File: src/icp_defines.vh
`ifndef ICP_DEFINES_VH
`define ICP_DEFINES_VH
// How it works
// - eight serial channels, or seven plus parallel
// - threshold event when fill exceeds N
// - threshold above seven never raises event
// - hang enabled: empty read, full write stall
// - hang disabled: empty read, full write complete without stall
// - global DMA enable gates all DMA
// - overflow clear bit clears all overflow flags
// - port disabled admits no channel sample; core FIFO writes still push
// - three-bit format field per serial channel
// - format codes select justification and width
// - I2S/left modes take 24 or 31 bits plus side
// - channel enables count only with port enable
// - channel DMA enables need global DMA enable
// - ping-pong needs channel and global DMA enable
// - control register top bit flushes FIFO
// - threshold event serves core reads only
// - eight-entry FIFO, fill count zero to eight
// - port enable falling discards FIFO contents
// - flush bit self-clears, zeroes fill count
// - one sticky overflow flag per channel

// register offsets (byte addresses)
`define ICP_OFF_CTL0    8'h00
`define ICP_OFF_CTL1    8'h04
`define ICP_OFF_STAT    8'h08
`define ICP_OFF_FIFO    8'h0c
`define ICP_OFF_MODE    8'h10
// decoded register indices
`define ICP_RI_CTL0     3'h0
`define ICP_RI_CTL1     3'h1
`define ICP_RI_STAT     3'h2
`define ICP_RI_FIFO     3'h3
`define ICP_RI_MODE     3'h4
`define ICP_RI_NONE     3'h7
// control 0 fields
`define ICP_BHD_BIT     4
`define ICP_DMAEN_BIT   5
`define ICP_CLROVR_BIT  6
`define ICP_EN_BIT      7
`define ICP_FMT_LSB     8
// control 1 fields
`define ICP_CHDMA_LSB   8
`define ICP_PING_LSB    16
`define ICP_FLUSH_BIT   31
// reset values and limits
`define ICP_CHEN_RST    8'hff
`define ICP_CHDMA_RST   8'hff
`define ICP_NSET_MAX    4'h7
`define ICP_DEPTH       4'h8
// serial formats
`define ICP_FMT_LJ24    3'h0
`define ICP_FMT_I2S24   3'h1
`define ICP_FMT_LJ32    3'h2
`define ICP_FMT_I2S32   3'h3
`define ICP_FMT_RJ24    3'h4
`define ICP_FMT_RJ20    3'h5
`define ICP_FMT_RJ18    3'h6
`define ICP_FMT_RJ16    3'h7
`endif

File: src/icp_fifo_mem.v
`timescale 1ns/100ps
module icp_fifo_mem (
   input  wire        clock,   // system clock
   input  wire        sys_rst, // async reset, high
   input  wire        clkEn,   // freezes state when low
   input  wire        we,      // write strobe
   input  wire [2:0]  wAddr,   // write slot
   input  wire [31:0] wData,   // write word
   input  wire [2:0]  rAddr,   // head slot
   output reg  [31:0] rData    // registered head word
);
   reg [31:0] mem [0:7];       // eight sample slots

   // storage itself needs no reset
   always @(posedge clock) begin
      if (clkEn && we) begin
         mem[wAddr] <= wData;
      end
   end

   // head word follows the read slot; bypass so a word
   // written into an empty FIFO is readable next cycle
   always @(posedge clock or posedge sys_rst) begin
      if (sys_rst) begin
         rData <= 32'h0;
      end else if (clkEn) begin
         if (we && wAddr == rAddr) begin
            rData <= wData;
         end else begin
            rData <= mem[rAddr];
         end
      end
   end
endmodule

File: src/icp_serial_rx.v
`timescale 1ns/100ps
`include "icp_defines.vh"
module icp_serial_rx (
   input  wire        clock,   // system clock
   input  wire        sys_rst, // async reset, high
   input  wire        clkEn,   // freezes state when low
   input  wire        sclkPin, // serial bit clock pin
   input  wire        lrPin,   // frame / side pin
   input  wire        sdPin,   // serial data pin
   input  wire [2:0]  fmt,     // input format
   output reg         wordStb, // one-cycle new word
   output reg  [31:0] word     // held captured word
);
   reg        sclkS1, sclkS2, sclkS3; // clock sync + history
   reg        lrS1, lrS2;             // side sync
   reg        sdS1, sdS2;             // data sync
   reg [31:0] shift_reg;              // last 32 bits seen
   reg        lrPrev_reg;             // side at last bit
   reg        lrWord_reg;             // side of word pending
   reg        i2sPend_reg;            // i2s one-bit delay
   wire       rise = sclkS2 & ~sclkS3; // bit clock edge
   wire       isI2s = (fmt == `ICP_FMT_I2S24) ||
                      (fmt == `ICP_FMT_I2S32);

   // align the last 32 bits of a half frame per format
   function [31:0] packWord;
      input [31:0] s;
      input        lr;
      input [2:0]  f;
      begin
         case (f)
            `ICP_FMT_LJ24,
            `ICP_FMT_I2S24: packWord = {s[31:8], 7'h00, lr};
            `ICP_FMT_LJ32,
            `ICP_FMT_I2S32: packWord = {s[31:1], lr};
            `ICP_FMT_RJ24:  packWord = {s[23:0], 8'h00};
            `ICP_FMT_RJ20:  packWord = {s[19:0], 12'h000};
            `ICP_FMT_RJ18:  packWord = {s[17:0], 14'h0000};
            default:        packWord = {s[15:0], 16'h0000};
         endcase
      end
   endfunction

   // pins cross two flops before any logic reads them
   always @(posedge clock or posedge sys_rst) begin
      if (sys_rst) begin
         sclkS1 <= 1'b0;
         sclkS2 <= 1'b0;
         sclkS3 <= 1'b0;
         lrS1   <= 1'b0;
         lrS2   <= 1'b0;
         sdS1   <= 1'b0;
         sdS2   <= 1'b0;
      end else if (clkEn) begin
         sclkS1 <= sclkPin;
         sclkS2 <= sclkS1;
         sclkS3 <= sclkS2;
         lrS1   <= lrPin;
         lrS2   <= lrS1;
         sdS1   <= sdPin;
         sdS2   <= sdS1;
      end
   end

   // shift on each bit clock rise; a side change ends a word
   always @(posedge clock or posedge sys_rst) begin
      if (sys_rst) begin
         shift_reg   <= 32'h0;
         lrPrev_reg  <= 1'b0;
         lrWord_reg  <= 1'b0;
         i2sPend_reg <= 1'b0;
         wordStb     <= 1'b0;
         word        <= 32'h0;
      end else if (clkEn) begin
         wordStb <= 1'b0;
         if (rise) begin
            shift_reg  <= {shift_reg[30:0], sdS2};
            lrPrev_reg <= lrS2;
            if (i2sPend_reg) begin
               // i2s last bit came one clock after the change
               i2sPend_reg <= 1'b0;
               wordStb     <= 1'b1;
               word        <= packWord(shift_reg, lrWord_reg, fmt);
            end else if (lrS2 != lrPrev_reg) begin
               lrWord_reg <= lrPrev_reg;
               if (isI2s) begin
                  i2sPend_reg <= 1'b1;
               end else begin
                  wordStb <= 1'b1;
                  word    <= packWord(shift_reg, lrPrev_reg, fmt);
               end
            end
         end
      end
   end
endmodule

File: src/icp_top.v
// Our own choices: the placing of the registers and the APB interface to the registers.
`timescale 1ns/100ps
`include "icp_defines.vh"
module icp_top (
   input  wire        clock,       // system clock, 100 MHz
   input  wire        sys_rst,     // async reset, high
   input  wire        clkEn,       // freezes all state when low
   input  wire        psel,        // apb select
   input  wire        penable,     // apb access phase
   input  wire        pwrite,      // apb direction, 1 = write
   input  wire [7:0]  paddr,       // apb byte address
   input  wire [31:0] pwdata,      // apb write data
   output reg  [31:0] prdata,      // apb read data
   output reg         pready,      // apb transfer done
   output reg         pslverr,     // apb unmapped address
   input  wire [7:0]  serClk,      // serial bit clocks
   input  wire [7:0]  serFrame,    // serial side clocks
   input  wire [7:0]  serData,     // serial data lines
   input  wire [19:0] parData,     // parallel channel data
   input  wire        parStrobe,   // parallel latch strobe
   input  wire        dmaAck,      // dma takes head word
   output reg         dmaRequest,  // head word ready for dma
   output wire [31:0] dmaData,     // head word (mem register)
   output reg         fifoThresholdEvent, // fill above level
   output reg  [7:0]  dmaChanActive,  // channel dma allowed
   output reg  [7:0]  dmaPingActive   // channel ping-pong on
);
   // control registers
   reg [3:0]  nset_reg;            // threshold level
   reg        hangDis_reg;         // no stall on empty/full
   reg        gdma_reg;            // global dma enable
   reg        portEn_reg;          // global port enable
   reg [23:0] fmt_reg;             // eight 3-bit formats
   reg [7:0]  chEn_reg;            // channel enables
   reg [7:0]  chDma_reg;           // channel dma enables
   reg [7:0]  ping_reg;            // channel ping-pong enables
   reg        parSel_reg;          // channel 0 from parallel
   // state
   reg [7:0]  ovf_reg;             // sticky overflow flags
   reg [7:0]  pend_reg;            // captured, not yet stored
   reg [2:0]  wrPtr_reg;           // fifo write slot
   reg [2:0]  rdPtr_reg;           // fifo head slot
   reg [3:0]  count_reg;           // fill count 0..8
   reg        popLast_reg;         // head word still settling
   // parallel capture
   reg        pStbS1, pStbS2, pStbS3; // strobe sync + history
   reg [19:0] pDatS1, pDatS2;      // data sync
   reg [31:0] parWord_reg;         // captured parallel word
   reg        parStb_reg;          // parallel word pulse

   wire [255:0] rxWord;            // held words per channel
   wire [7:0]   rxStb;             // word pulses per channel
   wire [31:0]  memRd;             // registered head word

   // next values and decode
   reg [7:0]  srcStb;              // sample pulses after mux
   reg [7:0]  admit;               // pulses that may enter
   reg [2:0]  sel;                 // channel served this cycle
   reg [7:0]  selMask;             // one-hot of sel
   reg [31:0] selWord;             // sample of sel
   reg        chanPush, chanDrop;  // channel stored / dropped
   reg [2:0]  ri;                  // decoded register
   reg        acc;                 // access phase pending
   reg        ctl0Wr, ctl1Wr;      // control writes
   reg        coreWr, coreRd;      // fifo port accesses
   reg        corePush, corePop;   // fifo port moves data
   reg        done;                // finish this transfer
   reg        dmaPop;              // dma takes head
   reg        push, pop, flush;    // fifo actions
   reg [31:0] pushData;            // word to store
   reg [31:0] rdVal;               // read value
   reg [7:0]  ovf_next;
   reg [7:0]  pend_next;
   reg [3:0]  count_next;

   genvar g;

   // lowest pending channel wins the single write port
   function [2:0] firstSet;
      input [7:0] v;
      integer k;
      begin
         firstSet = 3'h0;
         for (k = 7; k >= 0; k = k - 1) begin
            if (v[k]) begin
               firstSet = k[2:0];
            end
         end
      end
   endfunction

   // address decode, shared by read and write paths
   function [2:0] regIndex;
      input [7:0] a;
      begin
         case (a)
            `ICP_OFF_CTL0: regIndex = `ICP_RI_CTL0;
            `ICP_OFF_CTL1: regIndex = `ICP_RI_CTL1;
            `ICP_OFF_STAT: regIndex = `ICP_RI_STAT;
            `ICP_OFF_FIFO: regIndex = `ICP_RI_FIFO;
            `ICP_OFF_MODE: regIndex = `ICP_RI_MODE;
            default:       regIndex = `ICP_RI_NONE;
         endcase
      end
   endfunction

   // one receiver per serial channel, each with its format
   generate
      for (g = 0; g < 8; g = g + 1) begin : gRx
         icp_serial_rx uRx (
            .clock   (clock),
            .sys_rst (sys_rst),
            .clkEn   (clkEn),
            .sclkPin (serClk[g]),
            .lrPin   (serFrame[g]),
            .sdPin   (serData[g]),
            .fmt     (fmt_reg[3*g+2:3*g]),
            .wordStb (rxStb[g]),
            .word    (rxWord[32*g+31:32*g])
         );
      end
   endgenerate

   // eight-slot sample store with registered head word
   icp_fifo_mem uMem (
      .clock   (clock),
      .sys_rst (sys_rst),
      .clkEn   (clkEn),
      .we      (push),
      .wAddr   (wrPtr_reg),
      .wData   (pushData),
      .rAddr   (rdPtr_reg),
      .rData   (memRd)
   );
   assign dmaData = memRd;

   // parallel pins synchronised, latched on strobe rise
   always @(posedge clock or posedge sys_rst) begin
      if (sys_rst) begin
         pStbS1      <= 1'b0;
         pStbS2      <= 1'b0;
         pStbS3      <= 1'b0;
         pDatS1      <= 20'h0;
         pDatS2      <= 20'h0;
         parWord_reg <= 32'h0;
         parStb_reg  <= 1'b0;
      end else if (clkEn) begin
         pStbS1     <= parStrobe;
         pStbS2     <= pStbS1;
         pStbS3     <= pStbS2;
         pDatS1     <= parData;
         pDatS2     <= pDatS1;
         parStb_reg <= pStbS2 & ~pStbS3;
         if (pStbS2 & ~pStbS3) begin
            // msb aligned, low bits cleared
            parWord_reg <= {pDatS2, 12'h000};
         end
      end
   end

   // sample path, fifo control and register port
   always @* begin
      // channel 0 is the parallel input when selected
      srcStb = rxStb;
      if (parSel_reg) begin
         srcStb[0] = parStb_reg;
      end
      admit = srcStb & chEn_reg & {8{portEn_reg}};
      sel     = firstSet(pend_reg);
      selMask = (pend_reg != 8'h00) ? (8'h01 << sel) : 8'h00;
      if (sel == 3'h0 && parSel_reg) begin
         selWord = parWord_reg;
      end else begin
         selWord = rxWord[{sel, 5'h00} +: 32];
      end
      chanPush = (pend_reg != 8'h00) && (count_reg != `ICP_DEPTH);
      chanDrop = (pend_reg != 8'h00) && (count_reg == `ICP_DEPTH);

      // register port
      acc    = psel & penable & ~pready;
      ri     = regIndex(paddr);
      ctl0Wr = acc & pwrite & (ri == `ICP_RI_CTL0);
      ctl1Wr = acc & pwrite & (ri == `ICP_RI_CTL1);
      coreWr = acc & pwrite & (ri == `ICP_RI_FIFO);
      coreRd = acc & ~pwrite & (ri == `ICP_RI_FIFO);
      dmaPop = dmaAck & dmaRequest;
      // channel samples own the write port first
      corePush = coreWr & (count_reg != `ICP_DEPTH) & ~chanPush;
      // a pop waits while the head word is settling
      corePop  = coreRd & (count_reg != 4'h0) & ~dmaPop &
                 ~popLast_reg;
      done = acc & ~(coreWr | coreRd);
      if (coreWr) begin
         // full and hang enabled: hold pready low
         done = corePush | ((count_reg == `ICP_DEPTH) &
                hangDis_reg);
      end
      if (coreRd) begin
         done = corePop | ((count_reg == 4'h0) &
                hangDis_reg);
      end

      flush = (ctl1Wr & pwdata[`ICP_FLUSH_BIT]) |
              (ctl0Wr & portEn_reg &
               ~pwdata[`ICP_EN_BIT]);
      push     = (chanPush | corePush) & ~flush;
      pushData = chanPush ? selWord : pwdata;
      pop      = (dmaPop | corePop) & ~flush;

      // fill count follows pushes and pops
      count_next = count_reg + {3'h0, push} - {3'h0, pop};
      if (flush) begin
         count_next = 4'h0;
      end

      // new arrivals queue; a second arrival before storage
      // overwrites the first, and a sample facing a full fifo is lost
      pend_next = (pend_reg & ~selMask) | admit;
      if (flush) begin
         pend_next = 8'h00;
      end
      ovf_next = ovf_reg;
      if (ctl0Wr && pwdata[`ICP_CLROVR_BIT]) begin
         ovf_next = 8'h00;
      end
      // set wins over clear in the same cycle
      ovf_next = ovf_next | (admit & pend_reg & ~selMask) |
                 (chanDrop ? selMask : 8'h00);

      // read data
      case (ri)
         `ICP_RI_CTL0: rdVal = {fmt_reg, portEn_reg, 1'b0,
                                gdma_reg, hangDis_reg, nset_reg};
         `ICP_RI_CTL1: rdVal = {8'h00, ping_reg, chDma_reg,
                                chEn_reg};
         `ICP_RI_STAT: rdVal = {count_reg, 3'h0, dmaChanActive,
                                1'b0, ovf_reg, dmaPingActive};
         `ICP_RI_FIFO: rdVal = corePop ? memRd : 32'h0;
         `ICP_RI_MODE: rdVal = {31'h0, parSel_reg};
         default:      rdVal = 32'h0;
      endcase
   end

   // control registers; flush and clear bits read as zero
   always @(posedge clock or posedge sys_rst) begin
      if (sys_rst) begin
         nset_reg    <= 4'h0;
         hangDis_reg <= 1'b0;
         gdma_reg    <= 1'b0;
         portEn_reg  <= 1'b0;
         fmt_reg     <= 24'h0;
         chEn_reg    <= `ICP_CHEN_RST;
         chDma_reg   <= `ICP_CHDMA_RST;
         ping_reg    <= 8'h00;
         parSel_reg  <= 1'b0;
      end else if (clkEn) begin
         if (ctl0Wr) begin
            nset_reg    <= pwdata[3:0];
            hangDis_reg <= pwdata[`ICP_BHD_BIT];
            gdma_reg    <= pwdata[`ICP_DMAEN_BIT];
            portEn_reg  <= pwdata[`ICP_EN_BIT];
            fmt_reg     <= pwdata[31:`ICP_FMT_LSB];
         end
         if (ctl1Wr) begin
            chEn_reg  <= pwdata[7:0];
            chDma_reg <= pwdata[`ICP_CHDMA_LSB+7:`ICP_CHDMA_LSB];
            ping_reg  <= pwdata[`ICP_PING_LSB+7:`ICP_PING_LSB];
         end
         if (acc && pwrite && ri == `ICP_RI_MODE) begin
            parSel_reg <= pwdata[0];
         end
      end
   end

   // fifo pointers, count and flags
   always @(posedge clock or posedge sys_rst) begin
      if (sys_rst) begin
         ovf_reg     <= 8'h00;
         pend_reg    <= 8'h00;
         wrPtr_reg   <= 3'h0;
         rdPtr_reg   <= 3'h0;
         count_reg   <= 4'h0;
         popLast_reg <= 1'b0;
      end else if (clkEn) begin
         ovf_reg     <= ovf_next;
         pend_reg    <= pend_next;
         count_reg   <= count_next;
         popLast_reg <= pop;
         if (flush) begin
            wrPtr_reg <= 3'h0;
            rdPtr_reg <= 3'h0;
         end else begin
            if (push) begin
               wrPtr_reg <= wrPtr_reg + 3'h1;
            end
            if (pop) begin
               rdPtr_reg <= rdPtr_reg + 3'h1;
            end
         end
      end
   end

   // apb answer: one registered ready per finished access
   always @(posedge clock or posedge sys_rst) begin
      if (sys_rst) begin
         prdata  <= 32'h0;
         pready  <= 1'b0;
         pslverr <= 1'b0;
      end else if (clkEn) begin
         pready  <= done;
         pslverr <= done & (ri == `ICP_RI_NONE);
         if (done && !pwrite) begin
            prdata <= rdVal;
         end
      end
   end

   // dma and threshold outputs
   always @(posedge clock or posedge sys_rst) begin
      if (sys_rst) begin
         dmaRequest         <= 1'b0;
         fifoThresholdEvent <= 1'b0;
         dmaChanActive      <= 8'h00;
         dmaPingActive      <= 8'h00;
      end else if (clkEn) begin
         // level for core polling only; dma uses its request
         fifoThresholdEvent <= (nset_reg <= `ICP_NSET_MAX) &&
                               (count_next > nset_reg);
         dmaChanActive <= chDma_reg &
                          {8{portEn_reg & gdma_reg}};
         dmaPingActive <= ping_reg & chDma_reg &
                          {8{portEn_reg & gdma_reg}};
         // drop after a pop until the new head has settled
         dmaRequest <= portEn_reg & gdma_reg &
                       (chDma_reg != 8'h00) &
                       (count_next != 4'h0) &
                       ~pop & ~popLast_reg & ~flush;
      end
   end
endmodule

File: config.mk
export PLATFORM = sky130hd
export DESIGN_NAME = icp_top
export DESIGN_NICKNAME = d
export VERILOG_FILES = /design/src/icp_fifo_mem.v /design/src/icp_serial_rx.v /design/src/icp_top.v
export VERILOG_INCLUDE_DIRS = /design/src
export SDC_FILE = /design/constraint.sdc
export NUM_CORES = 2
export LEC_CHECK = 0
export BUFFER_PORTS_ARGS = -buffer_cell sky130_fd_sc_hd__buf_4
export CORE_UTILIZATION = 54
export CTS_CLUSTER_SIZE = 28
export DETAILED_ROUTE_END_ITERATION = 10
export GPL_TIMING_DRIVEN = 0
export PLACE_DENSITY_LB_ADDON = 0.25
export REMOVE_ABC_BUFFERS = 1
export SLEW_MARGIN = 20
export SYNTH_ARGS = -nofsm -noshare
export SYNTH_HDL_FRONTEND = slang
export SYNTH_SLANG_ARGS = --single-unit
File: constraint.sdc
create_clock -name clock -period 38.1 [get_ports clock]
set_clock_uncertainty 0.05 [all_clocks]
set_input_delay 1.905 -clock clock [delete_from_list [all_inputs] [get_ports clock]]
set_output_delay 1.905 -clock clock [all_outputs]
set_load 0.05 [all_outputs]
==> metrics.json <==
{
  "synth": {
    "synth_top_area_frac": 0.405,
    "synth_area_leader_cell": "sky130_fd_sc_hd__dfrtp_1",
    "synth_async_sr_flop_share": 0.764,
    "syn-mean-instance-area_um2": 11.8,
    "synth_cells": 4249,
    "yosys_reg_bits": 1087,
    "post_synth_instance_area_mm2": 0.0503,
    "synth_edf_count": 256,
    "synth_cell_type_count": 78,
    "ys.flop_type": "sky130_fd_sc_hd__dfrtp_1",
    "yosys-top-cells-area": "sky130_fd_sc_hd__dfrtp_1 (41%), sky130_fd_sc_hd__edfxtp_1 (15%), sky130_fd_sc_hd__mux2_2 (9.7%)",
    "synth_seq_area_share": 0.566,
    "yosysWarningCount": 0
  },
  "finish": {
    "layout_commonest_cell": "sky130_fd_sc_hd__dfrtp_1",
    "most-common-layout-cells": "sky130_fd_sc_hd__dfrtp_1 (790), sky130_fd_sc_hd__nand2_1 (460), sky130_fd_sc_hd__mux2_2 (434)",
    "drive_gt1_frac": 0.244,
    "syn2layout_area_growth_pct": 14.4,
    "finish.cell_count_without_fillers": 5649,
    "finalNetCount": 4418,
    "antennaDiodeCount": 0,
    "fillCellCount": 7199
  },
  "worst_setup_path": {
    "critical_path.reg2reg.endpoint": "fifoThresholdEvent",
    "worst_setup_path_startpoint": "paddr[3]",
    "reg2reg_setup_slack_ns": 32.75,
    "worstPathRequired_ns": 38.60,
    "timing.critical_path.fanout_max": 7,
    "critical_path.reg2reg.startpoint": "firstSet.v[0]",
    "cp-start-kind": "input port",
    "timing.reg2reg.worst_path_depth": 16,
    "critical_path.endpoint": "fifoThresholdEvent",
    "timing.critical_path.to_type": "flip-flop",
    "critPathArrivalTime_ns": 6.36,
    "crit_type": "input port to flip-flop"
  },
  "clock_tree": {
    "worstSkewPairLatency_ns": 0.71,
    "clock_path_buffers": 3,
    "clkSlewWorstSetupHoldPaths_ns": 0.06,
    "cts_hold_repair.buffers": 0,
    "cts-resized-gates": 0,
    "cts_inserted_buffers": 110,
    "total_number_of_h_tree_levels": 3,
    "cts_setup_buffers": 0,
    "cts_root_cell": "sky130_fd_sc_hd__clkbuf_16",
    "tritoncts_num_sinks": 1087,
    "clock_tree_from_tritoncts": "built"
  },
  "placed_design": {
    "dp_slack_ns": 31.74,
    "port_buffers": 175,
    "gpl.final_weighted_congestion": 0.926,
    "placedCellCount": 5444,
    "hpwl_um": 104000
  },
  "grt": {
    "grt_most_used_layer": "met1",
    "grt_pass1_wl_um": 223000,
    "pin_count_of_the_biggest_net_entering_global_routing": 101,
    "globalRouteOverflowTotal": 0,
    "via_count_of_the_first_global_routing_pass": 34500,
    "grt_antenna_before_repair": 4,
    "grt.met3_usage": 0.0758,
    "met1_usage": 0.460,
    "met2_usage": 0.449,
    "grt_use_total": 0.314
  },
  "sta": {
    "final_max_slew_viol_count": 0,
    "final.min_clock_period_ns": 5.86,
    "fin_crit_sh": 0.154,
    "worst_slew_margin_rel": 0.205,
    "clock.fmax_mhz": 171,
    "final_critical_path_setup_slack_ns": 32.24,
    "report.final.setup_viol": 0,
    "unrepaired_setup_endpoints_after_global_routing": "false",
    "tightest_slew_ns": 1.19,
    "timing.setup.tns_ns": 0,
    "final_hold_viol_count": 0
  },
  "route": {
    "route.antenna.remaining_nets": 0,
    "route.final.wire_length_um": 148000,
    "num_vias": 36600,
    "firstDrtPassIters": 5,
    "post_drt_via_cell_ratio": 6.48,
    "detail_route.wl_per_cell_um": 26.2,
    "initialDrtViolationCount": 4612,
    "drc": 0
  },
  "floorplanning": {
    "design.core.area_mm2": 0.0919,
    "die_y_um": 307,
    "fp.dieArea_mm2": 0.0945,
    "fp-row-count": 111,
    "die_x_um": 307,
    "initial_utilization": 0.548,
    "top_level_ports": 176
  },
  "power_and_ir_drop": {
    "p_leak_uw": 0.0235,
    "finalPower_uw": 3380,
    "power_per_cell_area_mw_per_mm2": 58.6,
    "irDropWorstVdd_uv": 47.1
  },
  "run": {
    "maxCapViolations": 0
  },
  "min_path": {
    "min_path_type": "flip-flop to flip-flop"
  },
  "run_status": {
    "run_status": "finished, final reports clean"
  }
}
worst min path at each step:
stage | from | endpoint | slack (ns) | depth (start not counted)
6_report | gRx[3].uRx.word[5] | gRx[3].uRx.word[5] | 0.43 | 2
5_1_grt | gRx[6].uRx.word[21] | gRx[6].uRx.word[21] | 0.44 | 1
4_1_cts | gRx[3].uRx.word[5] | gRx[3].uRx.word[5] | 0.42 | 2
3_5_place_dp | gRx[3].uRx.word[5] | gRx[3].uRx.word[5] | 0.41 | 2
3_3_place_gp | gRx[5].uRx.word[5] | gRx[5].uRx.word[5] | 0.41 | 2
2_1_floorplan | gRx[2].uRx.word[1] | gRx[2].uRx.word[1] | 0.39 | 2
cells by family after synthesis:
| logic type | after synthesis | synth area share |
|---|---|---|
| buffers and inverters | 373 | 0.0290 |
| AO/OA/AOI/OAI | 1042 | 0.138 |
| multiplexers | 722 | 0.171 |
| XOR/XNOR | 13 | 0.00226 |
| AND/OR/NAND/NOR | 999 | 0.0899 |
| adder cells (fa/ha/maj) | 13 | 0.00338 |
| flip-flops | 1087 | 0.566 |
per-layer routing:
| metal | wire [um] | up-vias |
|---|---|---|
| met2 | 63600 | 1965 |
| met5 | 69 | - |
| met1 | 61100 | 18300 |
| li1 | - | 16000 |
| met3 | 16900 | 330 |
| met4 | 6620 | 6 |
where the power goes:
| group | internal (uW) | switching (uW) |
|---|---|---|
| Sequential | 1390 | 206 |
| Combinational | 254 | 380 |
| Clock | 675 | 472 |
| Total | 2320 | 1060 |
Yosys cell counts, drive strengths merged (13+ instances only):
library cell	n
nor2	251
mux2	434
a31o	19
o22a	20
clkbuf	261
o21bai	16
o21ai	315
nand2	460
a22o	34
and3	34
a31oi	92
dfstp	16
a221oi	97
buf	80
dfrtp	815
mux4	67
o31ai	22
o221ai	35
nand3b	66
nor2b	29
o211ai	101
a21oi	139
a22oi	21
edfxtp	256
a21o	26
inv	31
nor3	52
nand3	57
mux2i	221
o2bb2ai	20
o22ai	14
a32o	13
critical path, cell delays in order:
cell	delay, ns
sky130_fd_sc_hd__buf_4	0.15
sky130_fd_sc_hd__nor4_1	0.71
sky130_fd_sc_hd__nand2_1	0.31
sky130_fd_sc_hd__or3_1	0.57
sky130_fd_sc_hd__o21a_1	0.20
sky130_fd_sc_hd__ha_1	0.30
sky130_fd_sc_hd__inv_1	0.06
sky130_fd_sc_hd__ha_1	0.16
sky130_fd_sc_hd__inv_1	0.06
sky130_fd_sc_hd__fa_1	0.49
sky130_fd_sc_hd__nor2_1	0.26
sky130_fd_sc_hd__ha_1	0.30
sky130_fd_sc_hd__nor2b_1	0.14
sky130_fd_sc_hd__o21a_1	0.16
sky130_fd_sc_hd__o21a_1	0.16
sky130_fd_sc_hd__o2111ai_1	0.29
sky130_fd_sc_hd__o21ai_0	0.15
final cells by class:
| type | count | area (um2) | area share |
|---|---|---|---|
| multi-input combinational | 2789 | 20600 | 0.358 |
| clock buffer | 142 | 3020 | 0.0524 |
| clock inverter | 63 | 800 | 0.0139 |
| sequential | 1087 | 28500 | 0.495 |
| inverter | 32 | 133 | 0.00230 |
| timing repair buffer | 293 | 2910 | 0.0506 |
| tap | 1243 | 1560 | 0.0270 |
metrics by stage:
| step | hold WS [ns] | util | cell area [um2] |
|---|---|---|---|
| after global placement | 0.407 | 0.564 | 51900 |
| after CTS | 0.424 | 0.626 | 57600 |
| final | 0.426 | 0.626 | 57600 |
| after global routing | 0.436 | 0.626 | 57600 |
| after floorplan | 0.388 | - | 49000 |
| after detailed placement | 0.410 | 0.585 | 53800 |
Note: power is estimated with default switching activity, not from simulation.
